`src/verilog/strap_pkg.sv`:
```
package strap_pkg;

  // Management register addresses
  localparam logic [4:0] ADDR_CTRL      = 5'h00;
  localparam logic [4:0] ADDR_STATUS    = 5'h01;
  localparam logic [4:0] ADDR_ID_HIGH   = 5'h02;
  localparam logic [4:0] ADDR_ID_LOW    = 5'h03;
  localparam logic [4:0] ADDR_ADV       = 5'h04;
  localparam logic [4:0] ADDR_PARTNER   = 5'h05;
  localparam logic [4:0] ADDR_EXPANSION = 5'h06;
  localparam logic [4:0] ADDR_CFG_INFO  = 5'h11;
  localparam logic [4:0] ADDR_INT_EN    = 5'h12;
  localparam logic [4:0] ADDR_FAST_CTRL = 5'h13;
  localparam logic [4:0] ADDR_MODE_CTRL = 5'h14;
  localparam int         VENDOR_REGS    = 4;

  // Control register bit positions
  localparam int CTRL_RESET_BIT   = 15;
  localparam int CTRL_LOOP_BIT    = 14;
  localparam int CTRL_SPEED_BIT   = 13;
  localparam int CTRL_AUTONEG_ENABLE_BIT_BIT    = 12;
  localparam int CTRL_PDOWN_BIT   = 11;
  localparam int CTRL_ISO_BIT     = 10;
  localparam int CTRL_RESTART_BIT = 9;
  localparam int CTRL_DUPLEX_BIT  = 8;
  localparam int CTRL_COLL_BIT    = 7;

  // Control register values after reset
  localparam logic CTRL_LOOP_RST   = 1'h0;
  localparam logic CTRL_SPEED_RST  = 1'h1;
  localparam logic CTRL_AUTONEG_ENABLE_BIT_RST   = 1'h1;
  localparam logic CTRL_DUPLEX_RST = 1'h0;

  // Advertisement field: bits 8..5, selector in 4..0
  localparam int         ADV_LSB         = 5;
  localparam int         ADV_MSB         = 8;
  localparam logic [3:0] ADV_DEFAULT     = 4'hF;
  localparam logic [4:0] ADV_SELECTOR    = 5'h01;

  // Read-only words; identifier values are arbitrary
  localparam logic [15:0] STATUS_VALUE = 16'h7800;
  localparam logic [15:0] PHY_ID_HIGH  = 16'h1234;
  localparam logic [15:0] PHY_ID_LOW   = 16'h5670;

  // Sequencing counts in clk_sys cycles or management bits
  localparam logic [4:0] SOFT_RESET_LAST = 5'h0F;
  localparam logic [5:0] PREAMBLE_BITS   = 6'h20;
  localparam logic [4:0] HEADER_LAST     = 5'h0C;
  localparam logic [4:0] TURN_LAST       = 5'h01;
  localparam logic [4:0] DATA_LAST       = 5'h0F;
  localparam logic [1:0] OP_READ         = 2'h2;
  localparam logic [1:0] OP_WRITE        = 2'h1;

  typedef enum logic [1:0] {
    MD_PREAMBLE = 2'h0,
    MD_HEADER   = 2'h1,
    MD_TURN     = 2'h3,
    MD_DATA     = 2'h2
  } mdio_state_e;

  typedef enum logic [1:0] {
    RS_LOAD = 2'h0,
    RS_RUN  = 2'h1,
    RS_SOFT = 2'h3
  } reset_state_e;

endpackage

```
`src/verilog/mgmt_if.sv`:
```
interface mgmt_if;
  logic        wr_stb;
  logic [4:0]  addr;
  logic [15:0] wdata;
  logic [15:0] rdata;
  logic [4:0]  phy_addr;

  modport serial_end (output wr_stb, addr, wdata, input rdata, phy_addr);
  modport regs_end   (input wr_stb, addr, wdata, output rdata, phy_addr);
endinterface

```
`src/verilog/mdio_serial_slave.sv`:
```
module mdio_serial_slave (
  // Clock and reset
  input  logic       clk_sys,
  input  logic       rst_b,
  // Management pins
  input  logic       mdc,
  input  logic       mdio_i,
  output logic       mdio_o,
  output logic       mdio_oe,
  // Register side
  mgmt_if.serial_end regs
);

  strap_pkg::mdio_state_e st_q;
  logic                   mdc_q;
  logic                   rise;
  logic [5:0]             ones_q;
  logic [4:0]             cnt_q;
  logic [11:0]            hdr_q;
  logic [12:0]            hdr_w;
  logic [15:0]            shift_q;
  logic                   rd_q;
  logic                   hit;

  // Edge of the management clock, seen in clk_sys
  always_ff @(posedge clk_sys or negedge rst_b) begin
    if (!rst_b) begin
      mdc_q <= 1'b0;
    end else begin
      mdc_q <= mdc;
    end
  end

  assign rise  = mdc & ~mdc_q;
  assign hdr_w = {hdr_q, mdio_i};
  // Only frames for our own address go further
  assign hit = hdr_w[12] && (hdr_w[9:5] == regs.phy_addr) &&
               ((hdr_w[11:10] == strap_pkg::OP_READ) ||
                (hdr_w[11:10] == strap_pkg::OP_WRITE));

  // Frame sequencer; a fresh preamble is needed before every frame
  always_ff @(posedge clk_sys or negedge rst_b) begin
    if (!rst_b) begin
      st_q      <= strap_pkg::MD_PREAMBLE;
      ones_q    <= 6'h00;
      cnt_q     <= 5'h00;
      hdr_q     <= 12'h000;
      rd_q      <= 1'b0;
      regs.addr <= 5'h00;
    end else if (rise) begin
      unique case (st_q)
        strap_pkg::MD_PREAMBLE: begin
          if (mdio_i) begin
            if (ones_q != strap_pkg::PREAMBLE_BITS) begin
              ones_q <= ones_q + 6'h01;
            end
          end else if (ones_q == strap_pkg::PREAMBLE_BITS) begin
            st_q  <= strap_pkg::MD_HEADER;
            cnt_q <= 5'h00;
          end else begin
            ones_q <= 6'h00;
          end
        end
        strap_pkg::MD_HEADER: begin
          hdr_q <= hdr_w[11:0];
          cnt_q <= cnt_q + 5'h01;
          if (cnt_q == strap_pkg::HEADER_LAST) begin
            ones_q <= 6'h00;
            cnt_q  <= 5'h00;
            if (hit) begin
              st_q      <= strap_pkg::MD_TURN;
              rd_q      <= (hdr_w[11:10] == strap_pkg::OP_READ);
              regs.addr <= hdr_w[4:0];
            end else begin
              st_q <= strap_pkg::MD_PREAMBLE;
            end
          end
        end
        strap_pkg::MD_TURN: begin
          cnt_q <= cnt_q + 5'h01;
          if (cnt_q == strap_pkg::TURN_LAST) begin
            st_q  <= strap_pkg::MD_DATA;
            cnt_q <= 5'h00;
          end
        end
        strap_pkg::MD_DATA: begin
          cnt_q <= cnt_q + 5'h01;
          if (cnt_q == strap_pkg::DATA_LAST) begin
            st_q <= strap_pkg::MD_PREAMBLE;
          end
        end
      endcase
    end
  end

  // Data shifting, pin drive and write strobe
  always_ff @(posedge clk_sys or negedge rst_b) begin
    if (!rst_b) begin
      shift_q     <= 16'h0000;
      mdio_o      <= 1'b0;
      mdio_oe     <= 1'b0;
      regs.wr_stb <= 1'b0;
      regs.wdata  <= 16'h0000;
    end else begin
      regs.wr_stb <= 1'b0;
      if (rise && st_q == strap_pkg::MD_TURN && rd_q) begin
        mdio_oe <= 1'b1; // Second turnaround bit is driven low
        if (cnt_q == 5'h00) begin
          mdio_o <= 1'b0;
        end else begin
          shift_q <= regs.rdata;
          mdio_o  <= regs.rdata[15];
        end
      end else if (rise && st_q == strap_pkg::MD_DATA && rd_q) begin
        if (cnt_q == strap_pkg::DATA_LAST) begin
          mdio_oe <= 1'b0;
        end else begin
          mdio_o  <= shift_q[14];
          shift_q <= {shift_q[14:0], 1'b0};
        end
      end else if (rise && st_q == strap_pkg::MD_DATA) begin
        shift_q <= {shift_q[14:0], mdio_i};
        if (cnt_q == strap_pkg::DATA_LAST) begin
          regs.wr_stb <= 1'b1;
          regs.wdata  <= {shift_q[14:0], mdio_i};
        end
      end
    end
  end

endmodule // mdio_serial_slave

```
`src/verilog/phy_strap_config_and_control_regs.sv`:
```
// Contract
// - Registers load from straps at reset; afterwards only management writes change them.
// - Advertised 100 full is first config AND duplex strap; 100 half is first config.
// - Advertised 10 full is second config AND duplex strap; 10 half is second config.
// - Without negotiation enabled, advertisement bits 5..8 keep their default value.
// - Negotiation enable bit starts from multifunction strap zero.
// - Address pin low at reset gives active-high LED, high gives active-low.
// - Five sampled address pins form the address; only matching frames are answered.
// - All-zero sampled address sets the isolate bit at reset.
// - Eleven 16-bit registers: addresses 0 to 6 and 17 to 20.
// - Control bit 15 written one resets the device, clears when done, reads 0.
// - Control bit 14 selects loopback, default zero.
// - Control bit 13 selects 100 Mb/s, default one, ignored while negotiating.
// - Control bit 12 enables negotiation, default one.
// - Without negotiation, duplex bit 8 copies the full-duplex strap.
// - Speed bit starts from multifunction strap four.
// - Isolate ignores transmit inputs and floats MII outputs; management still works.
module phy_strap_config_and_control_regs (
  // Clock and reset
  input  logic       clk_sys,
  input  logic       rst_b,
  // Serial management pins
  input  logic       mdc,
  input  logic       mdio_i,
  output logic       mdio_o,
  output logic       mdio_oe,
  // Configuration straps
  input  logic [4:0] multifunction_straps,
  input  logic       config_strap_first,
  input  logic       config_strap_second,
  input  logic       full_duplex_strap,
  // Shared LED and address pins
  input  logic [4:0] led_pad_i,
  output logic [4:0] led_pad_o_q,
  output logic [4:0] led_pad_oe_q,
  input  logic [4:0] led_status,
  // MAC transmit side
  input  logic       mac_tx_en,
  input  logic       mac_tx_er,
  input  logic [3:0] mac_txd,
  output logic       tx_en_q,
  output logic       tx_er_q,
  output logic [3:0] txd_q,
  output logic       mii_out_oe_q,
  // Mode outputs to the datapath
  output logic       core_reset_q,
  output logic       loopback_q,
  output logic       autoneg_en_q,
  output logic       forced_speed_100_q,
  output logic       forced_full_duplex_q,
  output logic       restart_an_q,
  output logic       power_down_q,
  output logic       coll_test_q,
  output logic       isolate_q,
  output logic [3:0] adv_abilities_q
);

  // Upper bound for the soft reset check, above the 16-cycle sequence
  localparam int SOFT_BOUND = 20;

  mgmt_if regs ();

  strap_pkg::reset_state_e rs_q;
  logic [4:0]              sr_cnt_q;
  logic [4:0]              pad_q;
  logic                    speed_q;
  logic                    duplex_q;
  logic                    load;
  logic                    ctrl_wr;
  logic                    adv_wr;
  logic [15:0]             ctrl_word;
  logic [15:0]             vend_q [strap_pkg::VENDOR_REGS];

  // Address decode used only by the unmapped-read check
  function automatic logic is_mapped(input logic [4:0] a);
    is_mapped = (a <= strap_pkg::ADDR_EXPANSION) ||
                ((a >= strap_pkg::ADDR_CFG_INFO) &&
                 (a <= strap_pkg::ADDR_MODE_CTRL));
  endfunction

  // Strap view of the advertisement field, bits 8 down to 5
  function automatic logic [3:0] adv_from_straps(input logic c0,
                                                 input logic c1,
                                                 input logic fd);
    adv_from_straps = {c0 & fd, c0, c1 & fd, c1};
  endfunction

  mdio_serial_slave u_serial (
    .clk_sys (clk_sys),
    .rst_b   (rst_b),
    .mdc     (mdc),
    .mdio_i  (mdio_i),
    .mdio_o  (mdio_o),
    .mdio_oe (mdio_oe),
    .regs    (regs.serial_end)
  );

  // Writes are only taken while running, so a load is never overridden
  assign load    = (rs_q == strap_pkg::RS_LOAD);
  assign ctrl_wr = regs.wr_stb && (regs.addr == strap_pkg::ADDR_CTRL) &&
                   (rs_q == strap_pkg::RS_RUN);
  assign adv_wr  = regs.wr_stb && (regs.addr == strap_pkg::ADDR_ADV) &&
                   (rs_q == strap_pkg::RS_RUN);
  assign regs.phy_addr = pad_q;

  // Reset sequencer: load straps, run, soft reset, load again
  always_ff @(posedge clk_sys or negedge rst_b) begin
    if (!rst_b) begin
      rs_q     <= strap_pkg::RS_LOAD;
      sr_cnt_q <= 5'h00;
    end else begin
      unique case (rs_q)
        strap_pkg::RS_LOAD: begin
          rs_q <= strap_pkg::RS_RUN;
        end
        strap_pkg::RS_RUN: begin
          if (ctrl_wr && regs.wdata[strap_pkg::CTRL_RESET_BIT]) begin
            rs_q     <= strap_pkg::RS_SOFT;
            sr_cnt_q <= 5'h00;
          end
        end
        strap_pkg::RS_SOFT: begin
          if (sr_cnt_q == strap_pkg::SOFT_RESET_LAST) begin
            rs_q <= strap_pkg::RS_LOAD;
          end else begin
            sr_cnt_q <= sr_cnt_q + 5'h01;
          end
        end
        default: begin
          rs_q <= strap_pkg::RS_LOAD;
        end
      endcase
    end
  end

  // Address straps caught one edge after reset release, not under reset
  always_ff @(posedge clk_sys or negedge rst_b) begin
    if (!rst_b) begin
      pad_q <= 5'h00;
    end else if (load) begin
      pad_q <= led_pad_i;
    end
  end

  // Control register fields
  always_ff @(posedge clk_sys or negedge rst_b) begin
    if (!rst_b) begin
      loopback_q   <= strap_pkg::CTRL_LOOP_RST;
      speed_q      <= strap_pkg::CTRL_SPEED_RST;
      autoneg_en_q <= strap_pkg::CTRL_AUTONEG_ENABLE_BIT_RST;
      power_down_q <= 1'b0;
      isolate_q    <= 1'b0;
      restart_an_q <= 1'b0;
      duplex_q     <= strap_pkg::CTRL_DUPLEX_RST;
      coll_test_q  <= 1'b0;
    end else if (load) begin
      loopback_q   <= strap_pkg::CTRL_LOOP_RST;
      speed_q      <= multifunction_straps[4];
      autoneg_en_q <= multifunction_straps[0];
      power_down_q <= 1'b0;
      isolate_q    <= (led_pad_i == 5'h00);
      restart_an_q <= 1'b0;
      // Strap only decides duplex when negotiation is off
      duplex_q     <= multifunction_straps[0] ? strap_pkg::CTRL_DUPLEX_RST
                                              : full_duplex_strap;
      coll_test_q  <= 1'b0;
    end else begin
      restart_an_q <= 1'b0; // Self-clearing, a one-cycle request
      if (ctrl_wr) begin
        loopback_q   <= regs.wdata[strap_pkg::CTRL_LOOP_BIT];
        speed_q      <= regs.wdata[strap_pkg::CTRL_SPEED_BIT];
        autoneg_en_q <= regs.wdata[strap_pkg::CTRL_AUTONEG_ENABLE_BIT_BIT];
        power_down_q <= regs.wdata[strap_pkg::CTRL_PDOWN_BIT];
        isolate_q    <= regs.wdata[strap_pkg::CTRL_ISO_BIT];
        restart_an_q <= regs.wdata[strap_pkg::CTRL_RESTART_BIT];
        duplex_q     <= regs.wdata[strap_pkg::CTRL_DUPLEX_BIT];
        coll_test_q  <= regs.wdata[strap_pkg::CTRL_COLL_BIT];
      end
    end
  end

  // Advertisement abilities, strap-derived only with negotiation on
  always_ff @(posedge clk_sys or negedge rst_b) begin
    if (!rst_b) begin
      adv_abilities_q <= strap_pkg::ADV_DEFAULT;
    end else if (load) begin
      if (multifunction_straps[0]) begin
        adv_abilities_q <= adv_from_straps(config_strap_first,
                                           config_strap_second,
                                           full_duplex_strap);
      end else begin
        adv_abilities_q <= strap_pkg::ADV_DEFAULT;
      end
    end else if (adv_wr) begin
      adv_abilities_q <= regs.wdata[strap_pkg::ADV_MSB:strap_pkg::ADV_LSB];
    end
  end

  // Vendor registers 17..20 are plain storage, cleared on every load
  for (genvar i = 0; i < strap_pkg::VENDOR_REGS; i++) begin : g_vendor
    always_ff @(posedge clk_sys or negedge rst_b) begin
      if (!rst_b) begin
        vend_q[i] <= 16'h0000;
      end else if (load) begin
        vend_q[i] <= 16'h0000;
      end else if (regs.wr_stb && (rs_q == strap_pkg::RS_RUN) &&
                   (regs.addr == strap_pkg::ADDR_CFG_INFO + 5'(i))) begin
        vend_q[i] <= regs.wdata;
      end
    end
  end

  // Reset bit reads one until the sequence is back to running
  always_comb begin
    ctrl_word = 16'h0000;
    ctrl_word[strap_pkg::CTRL_RESET_BIT]   = (rs_q != strap_pkg::RS_RUN);
    ctrl_word[strap_pkg::CTRL_LOOP_BIT]    = loopback_q;
    ctrl_word[strap_pkg::CTRL_SPEED_BIT]   = speed_q;
    ctrl_word[strap_pkg::CTRL_AUTONEG_ENABLE_BIT_BIT]    = autoneg_en_q;
    ctrl_word[strap_pkg::CTRL_PDOWN_BIT]   = power_down_q;
    ctrl_word[strap_pkg::CTRL_ISO_BIT]     = isolate_q;
    ctrl_word[strap_pkg::CTRL_RESTART_BIT] = restart_an_q;
    ctrl_word[strap_pkg::CTRL_DUPLEX_BIT]  = duplex_q;
    ctrl_word[strap_pkg::CTRL_COLL_BIT]    = coll_test_q;
  end

  // Read multiplexer; unmapped addresses fall to zero
  always_comb begin
    regs.rdata = 16'h0000;
    case (regs.addr)
      strap_pkg::ADDR_CTRL: begin
        regs.rdata = ctrl_word;
      end
      strap_pkg::ADDR_STATUS: begin
        regs.rdata = strap_pkg::STATUS_VALUE;
      end
      strap_pkg::ADDR_ID_HIGH: begin
        regs.rdata = strap_pkg::PHY_ID_HIGH;
      end
      strap_pkg::ADDR_ID_LOW: begin
        regs.rdata = strap_pkg::PHY_ID_LOW;
      end
      strap_pkg::ADDR_ADV: begin
        regs.rdata[strap_pkg::ADV_MSB:strap_pkg::ADV_LSB] = adv_abilities_q;
        regs.rdata[4:0] = strap_pkg::ADV_SELECTOR;
      end
      strap_pkg::ADDR_CFG_INFO,
      strap_pkg::ADDR_INT_EN,
      strap_pkg::ADDR_FAST_CTRL,
      strap_pkg::ADDR_MODE_CTRL: begin
        regs.rdata = vend_q[2'(regs.addr - strap_pkg::ADDR_CFG_INFO)];
      end
      default: begin
        regs.rdata = 16'h0000;
      end
    endcase
  end

  // Pin side: isolate and power-down gate the MII, LEDs follow polarity
  always_ff @(posedge clk_sys or negedge rst_b) begin
    if (!rst_b) begin
      tx_en_q              <= 1'b0;
      tx_er_q              <= 1'b0;
      txd_q                <= 4'h0;
      mii_out_oe_q         <= 1'b0;
      led_pad_o_q          <= 5'h00;
      led_pad_oe_q         <= 5'h00;
      core_reset_q         <= 1'b1;
      forced_speed_100_q   <= 1'b0;
      forced_full_duplex_q <= 1'b0;
    end else begin
      tx_en_q      <= mac_tx_en & ~isolate_q & ~power_down_q;
      tx_er_q      <= mac_tx_er & ~isolate_q & ~power_down_q;
      txd_q        <= (isolate_q | power_down_q) ? 4'h0 : mac_txd;
      mii_out_oe_q <= (rs_q == strap_pkg::RS_RUN) &
                      ~isolate_q & ~power_down_q;
      // Pins float while straps may be sampled so they read true
      led_pad_oe_q <= {5{(rs_q == strap_pkg::RS_RUN) & ~power_down_q}};
      led_pad_o_q  <= led_status ^ pad_q;
      core_reset_q <= (rs_q != strap_pkg::RS_RUN);
      forced_speed_100_q   <= speed_q & ~autoneg_en_q;
      forced_full_duplex_q <= duplex_q & ~autoneg_en_q;
    end
  end

  a_soft_reset_clear: assert property (
    @(posedge clk_sys) disable iff (!rst_b)
    (ctrl_wr && regs.wdata[strap_pkg::CTRL_RESET_BIT]) |=>
    ctrl_word[strap_pkg::CTRL_RESET_BIT] ##[1:SOFT_BOUND]
    (rs_q == strap_pkg::RS_RUN && !ctrl_word[strap_pkg::CTRL_RESET_BIT]))
    else $error("soft reset bit did not self-clear in time");

  a_autoneg_enable_bit_from_strap: assert property (
    @(posedge clk_sys) disable iff (!rst_b)
    load |=> (autoneg_en_q == $past(multifunction_straps[0])))
    else $error("negotiation enable not loaded from strap");

  a_speed_from_strap: assert property (
    @(posedge clk_sys) disable iff (!rst_b)
    load |=> (speed_q == $past(multifunction_straps[4])))
    else $error("speed bit not loaded from strap");

  a_adv_strap_load: assert property (
    @(posedge clk_sys) disable iff (!rst_b)
    (load && multifunction_straps[0]) |=>
    (adv_abilities_q == {$past(config_strap_first & full_duplex_strap),
                         $past(config_strap_first),
                         $past(config_strap_second & full_duplex_strap),
                         $past(config_strap_second)}))
    else $error("advertisement not derived from straps");

  a_adv_default_keep: assert property (
    @(posedge clk_sys) disable iff (!rst_b)
    (load && !multifunction_straps[0]) |=>
    (adv_abilities_q == strap_pkg::ADV_DEFAULT))
    else $error("advertisement changed with negotiation off");

  a_duplex_from_strap: assert property (
    @(posedge clk_sys) disable iff (!rst_b)
    (load && !multifunction_straps[0]) |=>
    (duplex_q == $past(full_duplex_strap)))
    else $error("duplex bit does not follow strap");

  a_isolate_zero_addr: assert property (
    @(posedge clk_sys) disable iff (!rst_b)
    load |=> (isolate_q == ($past(led_pad_i) == 5'h00)))
    else $error("isolate not set from zero address");

  a_isolate_gates_tx: assert property (
    @(posedge clk_sys) disable iff (!rst_b)
    isolate_q |=> (!tx_en_q && !tx_er_q && !mii_out_oe_q))
    else $error("isolated device still passes MII traffic");

  a_led_polarity: assert property (
    @(posedge clk_sys) disable iff (!rst_b)
    (rs_q == strap_pkg::RS_RUN) ##1 (rs_q == strap_pkg::RS_RUN) |->
    (led_pad_o_q == ($past(led_status) ^ pad_q)))
    else $error("LED polarity does not follow address strap");

  a_unmapped_reads_zero: assert property (
    @(posedge clk_sys) disable iff (!rst_b)
    !is_mapped(regs.addr) |-> (regs.rdata == 16'h0000))
    else $error("unmapped address read nonzero");

  a_speed_ignored_an: assert property (
    @(posedge clk_sys) disable iff (!rst_b)
    $rose(autoneg_en_q) |=> !forced_speed_100_q [*2])
    else $error("forced speed active while negotiating");

endmodule // phy_strap_config_and_control_regs

```
`config.mk`:
```
export PLATFORM = sky130hd
export DESIGN_NAME = phy_strap_config_and_control_regs
export DESIGN_NICKNAME = d
export VERILOG_FILES = /design/src/verilog/strap_pkg.sv /design/src/verilog/mgmt_if.sv /design/src/verilog/mdio_serial_slave.sv /design/src/verilog/phy_strap_config_and_control_regs.sv
export SDC_FILE = /design/constraint.sdc
export NUM_CORES = 1
export LEC_CHECK = 0
export BUFFER_PORTS_ARGS = -buffer_cell sky130_fd_sc_hd__buf_2
export CORE_AREA = 5 5 122 124
export DETAILED_ROUTE_END_ITERATION = 8
export DIE_AREA = 0 0 127 129
export GPL_TIMING_DRIVEN = 0
export PLACE_DENSITY = 0.79
export SETUP_SLACK_MARGIN = 0.3
export SLEW_MARGIN = 20
export SYNTH_ARGS = -nofsm -noshare
export SYNTH_HDL_FRONTEND = slang
export SYNTH_SLANG_ARGS = --single-unit
export TNS_END_PERCENT = 5
```
`constraint.sdc`:
```
create_clock -name clk_sys -period 3.36 [get_ports clk_sys]
set_clock_uncertainty 0.05 [all_clocks]
set_input_delay 0.336 -clock clk_sys [delete_from_list [all_inputs] [get_ports clk_sys]]
set_output_delay 0.336 -clock clk_sys [all_outputs]
set_load 0.02 [all_outputs]
```
==> Yosys cells after proc, flatten, opt, wreduce, memory -nomap -nowiden <==
Cells that the tools add are included.
{ "op_classes": {"add_sub_neg": 4, "n_eq_ne": 36, "n_reduce_logical": 45, "magnitude_cmp": 1, "mux": 73, "n_bitwise": 21} }
{ "ops": {"columns": ["op", "n"], "rows": [
  ["16-bit 2-to-1 mux", 10],
  ["15-bit 2-to-1 mux", 5],
  ["9-bit case mux with 5 select lines", 1],
  ["7-bit case mux with 5 select lines", 1],
  ["16-bit binary-select mux with 2-bit select", 1],
  ["5-bit 2-to-1 mux", 6],
  ["1-bit 2-to-1 mux", 28],
  ["6-bit 2-to-1 mux", 4],
  ["5-bit == test, second input constant", 4],
  ["5-bit case mux with 4 select lines", 1],
  ["2-bit nonzero test", 10],
  ["1-bit logical AND", 16],
  ["2-bit 2-to-1 mux", 8],
  ["4-bit 2-to-1 mux", 4],
  ["5-bit by 4-bit == test with 1-bit output, second input constant", 3],
  ["5-bit logical NOT", 3],
  ["1-bit AND", 12],
  ["2-bit inequality test, second input constant", 6],
  ["6-bit case mux with 2 select lines", 1],
  ["5-bit by 1-bit adder with 5-bit output, second input constant", 2],
  ["5-bit by 1-bit == test with 1-bit output, second input constant", 2],
  ["5-bit by 2-bit == test with 1-bit output, second input constant", 2],
  ["2-bit by 1-bit inequality test with 1-bit output, second input constant", 5],
  ["5-bit case mux with 2 select lines", 1],
  ["other kinds (26)", 44]
]} }
{ "totals": {"wordCells": 217, "reg_bits": 170, "output_inout_bits": 32} }

==> Logic depth before layout (Yosys ltp) <==
Gate-level depths: netlist of the first run.
{ "depth": {"word_depth": 8, "depth_mapped": 10, "depth_no_buf": 8} }

==> Cells and area by module <==
Synthesis of the first run repeated with hierarchy kept, for this count alone.
{ "unflattened": {"hier_cells": 755, "hier_area_um2": 8490.6} }
{ "by_module_without_submodules": {"columns": ["module", "instances", "area_per_inst_um2", "cells_each"], "rows": [
  ["phy_strap_config_and_control_regs", 1, 5223.8, 508],
  ["mdio_serial_slave", 1, 3266.9, 247]
]} }

==> Worst setup path before layout of the first run <==
Ideal clock, no wire load.
{ "synth_timing": {"kind": "flip-flop to flip-flop", "start": "reg u_serial.regs.addr[0]", "end": "reg u_serial.shift_q[14]", "t_arrival_ns": 2.578, "setup_slack_ns": 0.605, "period_less_slack_ns": 2.755, "setup_time_ns": 0.127, "n_path_buf": 4, "stages_incl_launch_ff": 10, "required_ns": 3.183, "cell_sequence": "dfrtp_1 > buf_2 > buf_2 > inv_1 > ha_1 > clkbuf_1 > clkbuf_1 > mux4_2 > a221oi_1 > o31ai_1"} }
{ "synth_between": {"elab_chain_cells": 8, "word_cells_on_any_way": 17} }
{ "synth_lines": {"columns": ["item", "line_no", "source"], "rows": [
  ["from (decl)", "mgmt_if.sv:8", "modport serial_end (output wr_stb, addr, wdata, input rdata, phy_addr);"],
  ["from (signal assigned)", "mdio_serial_slave.sv:73", "regs.addr <= hdr_w[4:0];"],
  ["2-bit by 1-bit subtractor with 2-bit output", "phy_strap_config_and_control_regs.sv:251", "regs.rdata = vend_q[2'(regs.addr - strap_pkg::ADDR_CFG_INFO)];"],
  ["2-bit inverter with 3-bit output (implied by the code)", "phy_strap_config_and_control_regs.sv:251", null],
  ["16-bit binary-select mux with 2-bit select", "phy_strap_config_and_control_regs.sv:251", null],
  ["16-bit 2-to-1 mux (implied by the code) (2 in a row)", "phy_strap_config_and_control_regs.sv:251", null],
  ["7-bit case mux with 5 select lines *", "phy_strap_config_and_control_regs.sv:230", "case (regs.addr)"],
  ["15-bit 2-to-1 mux *", "mdio_serial_slave.sv:108", "if (cnt_q == 5'h00) begin"],
  ["15-bit 2-to-1 mux *", "mdio_serial_slave.sv:106", "if (rise && st_q == strap_pkg::MD_TURN && rd_q) begin"],
  ["to (signal assigned)", "mdio_serial_slave.sv:111", "shift_q <= regs.rdata;"],
  ["to (signal assigned)", "mdio_serial_slave.sv:119", "shift_q <= {shift_q[14:0], 1'b0};"],
  ["to (signal assigned)", "mdio_serial_slave.sv:122", "shift_q <= {shift_q[14:0], mdio_i};"],
  ["to (decl)", "mdio_serial_slave.sv:21", "logic [15:0] shift_q;"]
]} }
Every way passes the cells marked *; elsewhere a longest branch is shown, timed or not. The select of a mux whose other input is x is not followed.
A chain may end at the register's enable or synchronous reset.

==> Worst setup path in the final report of the first run <==
Same ends and word-level chain as after synthesis.

==> results of run 1 <==
how the worst max path moves through the flow:
stage	end	slack [ns]	cells after the start
floorplan	u_serial.shift_q[14]	0.61	9
global placement	tx_en_q	-0.53	1
detailed placement	u_serial.shift_q[14]	-0.36	9
CTS	u_serial.shift_q[14]	0.35	9
global route	u_serial.shift_q[14]	0.22	9
finish	u_serial.shift_q[14]	0.34	9
cells by family (layout without fill, tap and decap cells):
logic type	after synthesis	count (layout)	share of synthesized area (%)
xor gates and xnor gates	14	14	1.53
buffers and inverters	70	161	3.93
DFF	170	170	53.1
muxes	83	83	13.5
and+or+nand+nor	259	259	15.6
AOI/OAI and AO/OA	143	143	10.4
adders and majority gates	13	13	2.03
power by group through the flow:
| stage | Clock [mW] | Combinational [mW] | Sequential, mW |
|---|---|---|---|
| global placement | 0 | 0.425 | 2.36 |
| finish | 2.19 | 0.455 | 2.33 |
| CTS | 2.20 | 0.462 | 2.33 |
| detailed placement | 0 | 0.450 | 2.37 |
| floorplan | 0 | 0.289 | 2.34 |
| global route | 2.29 | 0.521 | 2.35 |
final cells by class:
class | instances | share of cell area (%)
buffer | 48 | 2.59
clock buffer | 19 | 4.89
clock inverter | 13 | 2.32
inverter | 22 | 0.891
multi-input combinational | 512 | 37.2
sequential | 170 | 46.0
tap | 180 | 2.43
timing repair buffer | 59 | 3.65
worst max-delay path, stage by stage (launching register included):
cell and delay [ns]:
sky130_fd_sc_hd__dfrtp_1 0.38, sky130_fd_sc_hd__buf_2 0.31, sky130_fd_sc_hd__buf_4 0.31, sky130_fd_sc_hd__inv_1 0.12
sky130_fd_sc_hd__ha_1 0.30, sky130_fd_sc_hd__clkbuf_2 0.24, sky130_fd_sc_hd__clkbuf_4 0.32, sky130_fd_sc_hd__mux4_2 0.38
sky130_fd_sc_hd__a221oi_1 0.34, sky130_fd_sc_hd__o31ai_1 0.13
layer usage:
metal  part of all wire [%]  wire length, um  vias up
met1                     38             7840     3153
met2                     49            10200      351
met5                      0                0        -
met4                    5.0             1050        0
met3                    8.6             1810       76
li1                       -                -     2789
metrics by stage:
stage / TNS [ns] / util [%]
detailed placement: -1.55 / 62.7
finish: 0 / 67.8
global placement: -85.29 / 62.4
floorplan: 0 / -
global route: 0 / 67.8
CTS: 0 / 67.8
layout by cell type, fill, tap and decap left out, drive strengths merged, types with 8 or more instances in the layout:
cell type,instances
dfrtp,163
nand2,93
buf,81
a21oi,70
nand3,60
nor2,53
clkbuf,43
mux2,41
o21ai,31
mux2i,26
inv,24
mux4,16
o31ai,13
ha,13
xor2,10
and2,8
registers in the layout, indices dropped and copies added, names as in the netlist, 2 cells and up:
register / count
u_serial.st_q: 2
rs_q: 2
u_serial.shift_q: 15
u_serial.hdr_q: 12
vend_q: 64
txd_q: 4
adv_abilities_q: 4
sr_cnt_q: 5
u_serial.cnt_q: 5
pad_q: 5
u_serial.ones_q: 6
led_pad_o_q: 5
u_serial.regs.wdata: 16
u_serial.regs.addr: 5
repair_timing:
action / in CTS / in global routing
setup endpoints to repair: 15 / 14
gates resized for setup: 4 / 0
endpoints found under the hold margin: 83 / 0
pin swaps: 0 / 1
hold buffers: 2 / 0
==> implementation parameters, run 1 <==
Parameter                              Value

Status
  Run status ... completed

Synth
  Async set-reset flop share out of synthesis ... 100%
  Count of synthesis-stage warnings from yosys ... 0
  Number of instances in the synthesized netlist ... 752
  Post-synth design cell area ... 0.00803 mm2
  Sequential fraction of the synthesis area ... 53.1%
  Most used standard cell by instance count after synthesis ... sky130_fd_sc_hd__dfrtp_1
  Commonest cells post-synth ... sky130_fd_sc_hd__dfrtp_1 (163), sky130_fd_sc_hd__nand2_1 (93), sky130_fd_sc_hd__a21oi_1 (69)
  Most frequently used flop master after synthesis ... sky130_fd_sc_hd__dfrtp_1
  Nets in the synthesized netlist ... 793
  Top cells by area, synth ... sky130_fd_sc_hd__dfrtp_1 (51%), sky130_fd_sc_hd__mux2_2 (5.8%), sky130_fd_sc_hd__mux4_2 (4.5%), sky130_fd_sc_hd__nand2_1 (4.3%), sky130_fd_sc_hd__a21oi_1 (4.3%)
  Syn avg cell area ... 10.7 um2
  Count of flip-flops with a built-in enable after synthesis ... 0
  Register bit total from synthesis ... 170
  Area share of the largest cell type after synthesis ... 50.8%
  Area leader, netlist ... sky130_fd_sc_hd__dfrtp_1
  Number of distinct library cell variants in the gate-level netlist after synthesis ... 57

CTS
  Register clock-pin slew on the reported worst setup and hold paths ... 0.06 ns
  Number of buffers inserted during clock tree synthesis ... 17
  CTS Root Cell ... sky130_fd_sc_hd__clkbuf_16
  H-Tree Level Count ... 4
  Clock tree from TritonCTS ... done
  Post-CTS setup-driven buffer insertion count ... 0
  Clock Sinks ... 170
  Maximum root-to-sink buffer count ... 2
  Clock latency at the later pin of the worst-skew pair ... 0.43 ns

Routing
  Pre-antenna DRT Iters ... 8
  Residual DRC count ... 0
  Post-detailed-route count of antenna-violating nets ... 0
  Overall via count from detail_route ... 6369
  Total Routed Length ... 20900 um
  Violation count after the first detailed-routing iteration ... 766
  Average wire per cell in the routed design ... 20.4 um
  Via-per-instance ratio ... 6.23

Timing
  Hold violation total from the final report ... 0
  RSZ-0062 raised after global routing ... yes
  Pin slew with the least headroom to its limit ... 0.798 ns
  Count of final max-slew check failures ... 0
  Min Clock Period, post-route ... 3.02 ns
  Slack of the critical path ... 0.340 ns
  Maximum clock frequency ... 331 MHz
  Worst hold slack ... 0.0233 ns
  Worst slew margin relative to its limit ... 46.4%
  Endpoints failing setup ... 0
  Final worst-path cycle share ... 89.9%

Flow run
  MaxCap Viol Count ... 0

GRT
  Global-route wire length before repair ... 33800 um
  Number of antenna violations at the first check in global routing ... 0
  Met2 track demand over resource in global routing ... 42.6%
  Global router's overall resource usage ... 26.5%
  Met1 Track Usage GR ... 33.5%
  Maximum number of pins on one net before global-route repair ... 87
  Vias in the first global route ... 6537
  GRT Max-Usage Layer ... met2
  Met3 Use GR ... 5.65%
  Congestion Overflow GR ... 0

Layout
  Area occupied by multi-input gates ... 0.00345 mm2
  Number of filler instances in the final layout ... 1001
  Number of diodes added for antenna fixing ... 0
  Total area of sequential cells ... 0.00426 mm2
  Post-layout instance area ... 0.00927 mm2
  Final Non-Filler Cells ... 1023
  Area growth syn-to-layout ... 15.4%
  Fraction of final layout cells sized beyond drive strength 1 ... 22.1%
  Final-stage net count ... 871

Power
  Leakage ... 4.22 nW
  Power share of the combinational group ... 9.1%
  Switching power ... 1.22 mW
  Max VDD drop ... 422 uV
  Cell area power density ... 537 mW/mm2
  Cell-internal power ... 3.76 mW
  Pwr Total ... 4.98 mW
  Sequential share of power ... 46.8%
  Clock power share ... 44.1%
  Sw Share ... 24.5%

Die
  Die Wd ... 127 um
  Vertical die dimension ... 129 um
  Row count ... 43
  Area of the core region ... 0.0137 mm2
  Total I/O pin count ... 60
  Starting density of the core ... 58.7%
  Area of the die ... 0.0164 mm2

Setup path
  Endpoint type of the worst setup path ... flip-flop
  Worst reg-to-reg setup slack ... 0.34 ns
  Crit. Startpoint ... u_serial.regs.addr[0]
  Kind of start point of the critical path ... flip-flop
  Critical register-to-register path endpoint ... u_serial.shift_q[14]
  Required @ worst endpoint ... 3.61 ns
  Kind of critical path ... reg -> reg
  Number of cell instances on the worst register-to-register path ... 9
  Arrival time of the worst setup path ... 3.27 ns
  CP max FO ... 10
  Start of the worst register-to-register path ... u_serial.regs.addr[0]

Place
  Global placement routability congestion ... 0.873
  Post-Place Worst Slack ... -0.361 ns
  Post-detailed-placement half-perimeter wirelength ... 14300 um
  Area of placed instances ... 0.00857 mm2
  PortBufs ... 56
  Number of cells in the design after placement ... 989

Min path
  Terminating pin of the worst hold path ... led_pad_o_q[3]
  Hold path depth ... 2
  Path category of the worst min-delay check ... in -> reg
  Worst Min Path Start ... led_status[3]
Power figures use the tool's default switching activity.
==> run 2: changes to the inputs <==
- CORE_AREA: 5 5 122 124 -> 5 5 140 109
- DIE_AREA: 0 0 127 129 -> 0 0 145 114
- PLACE_DENSITY: 0.79 -> 0.78
==> run 2 against run 1 <==
  * Final area decreased by 1.3%
  * Clock power decreased by 18%
  * Global-route usage decreased by 0.96 points
  * Setup slack improved by 0.072 ns
  * Critical path depth unchanged
  * Die area increased by 0.90%
  * Clock-buffer cell count increased by 1
  * Cell count decreased by 0.20%
  * Utilization decreased by 2.1 points
  * Via count decreased by 2.6%
  * Routed wire length decreased by 3.8%
==> implementation parameters, run 2 (synthesized netlist as in run 1, its figures left out) <==
Parameter                              Value

GRT
  Global-route wire length before repair ... 33300 um (-1.4%)
  Number of antenna violations at the first check in global routing ... 0 (unchanged)
  Congestion Overflow GR ... 0 (unchanged)
  Global router's overall resource usage ... 25.5% (-0.96 points)
  Vias in the first global route ... 6329 (-3.2%)
  Maximum number of pins on one net before global-route repair ... 84 (-3.4%)

Place
  Post-detailed-placement half-perimeter wirelength ... 14100 um (-1.3%)
  Global placement routability congestion ... 0.901 (+3.2%)
  PortBufs ... 56 (unchanged)
  Area of placed instances ... 0.00860 mm2 (+0.32%)
  Post-Place Worst Slack ... -0.218 ns (+0.143 ns)

Timing
  Endpoints failing setup ... 0 (unchanged)
  Hold violation total from the final report ... 0 (unchanged)
  Count of final max-slew check failures ... 0 (unchanged)
  Maximum clock frequency ... 339 MHz (+2.4%)
  Slack of the critical path ... 0.412 ns (+0.0722 ns)
  Worst slew margin relative to its limit ... 51.8% (+5.4 points)
  Final worst-path cycle share ... 87.7% (-2.1 points)
  RSZ-0062 raised after global routing ... yes
  Pin slew with the least headroom to its limit ... 0.718 ns (-0.0805 ns)
  Min Clock Period, post-route ... 2.95 ns (-0.0722 ns)

Routing
  Via-per-instance ratio ... 6.08 (-2.4%)
  Post-detailed-route count of antenna-violating nets ... 0 (unchanged)
  Residual DRC count ... 0 (unchanged)
  Total Routed Length ... 20100 um (-3.8%)
  Average wire per cell in the routed design ... 19.7 um (-3.6%)
  Overall via count from detail_route ... 6206 (-2.6%)
  Violation count after the first detailed-routing iteration ... 667 (-13%)
  Pre-antenna DRT Iters ... 5 (-3)

Power
  Pwr Total ... 4.60 mW (-7.6%)
  Cell area power density ... 503 mW/mm2 (-6.4%)
  Sequential share of power ... 51.0% (+4.2 points)
  Cell-internal power ... 3.42 mW (-9.1%)
  Clock power share ... 39.0% (-5.1 points)
  Switching power ... 1.18 mW (-2.9%)
  Max VDD drop ... 762 uV (+80%)
  Sw Share ... 25.7% (+1.3 points)
  Leakage ... 4.17 nW (-1.3%)
  Power share of the combinational group ... 10.0% (+0.9 points)

Die
  Starting density of the core ... 57.6% (-1.1 points)
  Die Wd ... 145 um (+14%)
  Area of the core region ... 0.0139 mm2 (+1.9%)
  Vertical die dimension ... 114 um (-12%)
  Area of the die ... 0.0165 mm2 (+0.90%)
  Total I/O pin count ... 60 (unchanged)
  Row count ... 38 (-12%)

Layout
  Final-stage net count ... 872 (+0.11%)
  Reg with most FFs ... vend_q
  Number of diodes added for antenna fixing ... 0 (unchanged)
  Commonest cells after routing, fill and taps aside ... sky130_fd_sc_hd__dfrtp_1 (163), sky130_fd_sc_hd__nand2_1 (93), sky130_fd_sc_hd__a21oi_1 (69)
  Post-layout instance area ... 0.00915 mm2 (-1.3%)
  Number of filler instances in the final layout ... 1024 (+2.3%)
  Leading cell type in the layout, fill and taps excluded ... sky130_fd_sc_hd__dfrtp_1
  Utilization after layout ... 65.7% (-2.1 points)
  Area growth syn-to-layout ... 14.0%
  Fraction of final layout cells sized beyond drive strength 1 ... 21.6% (-0.42 points)
  Largest registers ... vend_q (64), u_serial.regs.wdata (16), u_serial.shift_q (15)
  Number of flip-flops under the largest register name ... 64 (unchanged)

Setup path
  Kind of critical path ... reg -> reg
  Endpoint type of the worst setup path ... flip-flop
  CP max FO ... 10 (unchanged)
  Required @ worst endpoint ... 3.62 ns (about the same)
  Kind of start point of the critical path ... flip-flop
  Number of cell instances on the worst register-to-register path ... 9 (unchanged)
  Arrival time of the worst setup path ... 3.21 ns (-0.06 ns)

CTS
  CTS Root Cell ... sky130_fd_sc_hd__clkbuf_16
  Clock tree from TritonCTS ... done
  Clock latency at the later pin of the worst-skew pair ... 0.44 ns (about the same)
  Post-CTS setup-driven buffer insertion count ... 0 (unchanged)
  Clock Sinks ... 170 (unchanged)
  Register clock-pin slew on the reported worst setup and hold paths ... 0.06 ns (about the same)
  Maximum root-to-sink buffer count ... 2 (unchanged)
  Number of buffers inserted during clock tree synthesis ... 17 (unchanged)
  H-Tree Level Count ... 4 (unchanged)

Min path
  Path category of the worst min-delay check ... in -> reg
  Hold path depth ... 2 (unchanged)

Status
  Run status ... completed

Flow run
  MaxCap Viol Count ... 0 (unchanged)
==> run 2: power by group through the flow <==
stage	clock [mW]	sequential [mW]	combinational [mW]
detailed placement	0	2.37	0.459
CTS	1.81	2.34	0.466
global placement	0	2.36	0.423
finish	1.79	2.35	0.460
global route	1.90	2.36	0.520
floorplan	0	2.34	0.289
==> run 2: path summary, 6_finish.rpt <==
check / start / slack [ns] / to
worst max-delay path: u_serial.regs.addr[0] / 0.41 / u_serial.shift_q[14]
worst min-delay path: led_status[1] / 0.03 / led_pad_o_q[1]
worst max register to register: u_serial.regs.addr[0] / 0.41 / u_serial.shift_q[14]
worst min register to register: u_serial.mdio_oe / 0.45 / u_serial.mdio_oe
max in group asynchronous: rst_b / 2.01 / vend_q[1]
min in group asynchronous: rst_b / 0.29 / sr_cnt_q[0]
==> run 2: what timing repair did <==
| item | in CTS | in global routing |
|---|---|---|
| gates resized for setup | 3 | 1 |
| endpoints found under the setup margin | 15 | 20 |
| pin swaps | 0 | 1 |
| hold buffers | 2 | 0 |
| endpoints found under the hold margin | 30 | 0 |
==> run 2: cell type report <==
cell class                 count  area (um2)  share of cell area (%)
inverter                      22        82.6                   0.903
clock buffer                  20         447                    4.88
clock inverter                 9        77.6                   0.848
tap                          180         225                    2.46
buffer                        48         240                    2.63
timing repair buffer          60         365                    3.99
multi-input combinational    512        3450                    37.7
sequential                   170        4260                    46.6
==> run 2: stage by stage <==
step / TNS, ns / cells / hold WS (ns)
floorplan: 0 / 752 / -0.00959
global placement: -85.20 / 988 / 0.422
detailed placement: -0.688 / 990 / 0.154
CTS: 0 / 1021 / 0.0159
global route: 0 / 1021 / 0.0203
finish: 0 / 1021 / 0.0278
==> run 2: metal layers <==
layer | up-vias | track usage [%] | wire length (um)
li1 | 2790 | - | -
met1 | 3089 | 34.8 | 8680
met2 | 293 | 40.3 | 9460
met3 | 34 | 6.63 | 1600
met4 | 0 | 8.91 | 349
met5 | - | 0 | 0
==> run 2: critical path, stage by stage (launching register included) <==
cell	delay [ns]
sky130_fd_sc_hd__dfrtp_1	0.38
sky130_fd_sc_hd__clkbuf_4	0.26
sky130_fd_sc_hd__buf_4	0.28
sky130_fd_sc_hd__inv_1	0.13
sky130_fd_sc_hd__ha_1	0.32
sky130_fd_sc_hd__clkbuf_2	0.24
sky130_fd_sc_hd__clkbuf_2	0.35
sky130_fd_sc_hd__mux4_2	0.40
sky130_fd_sc_hd__a221oi_1	0.32
sky130_fd_sc_hd__o31ai_1	0.10
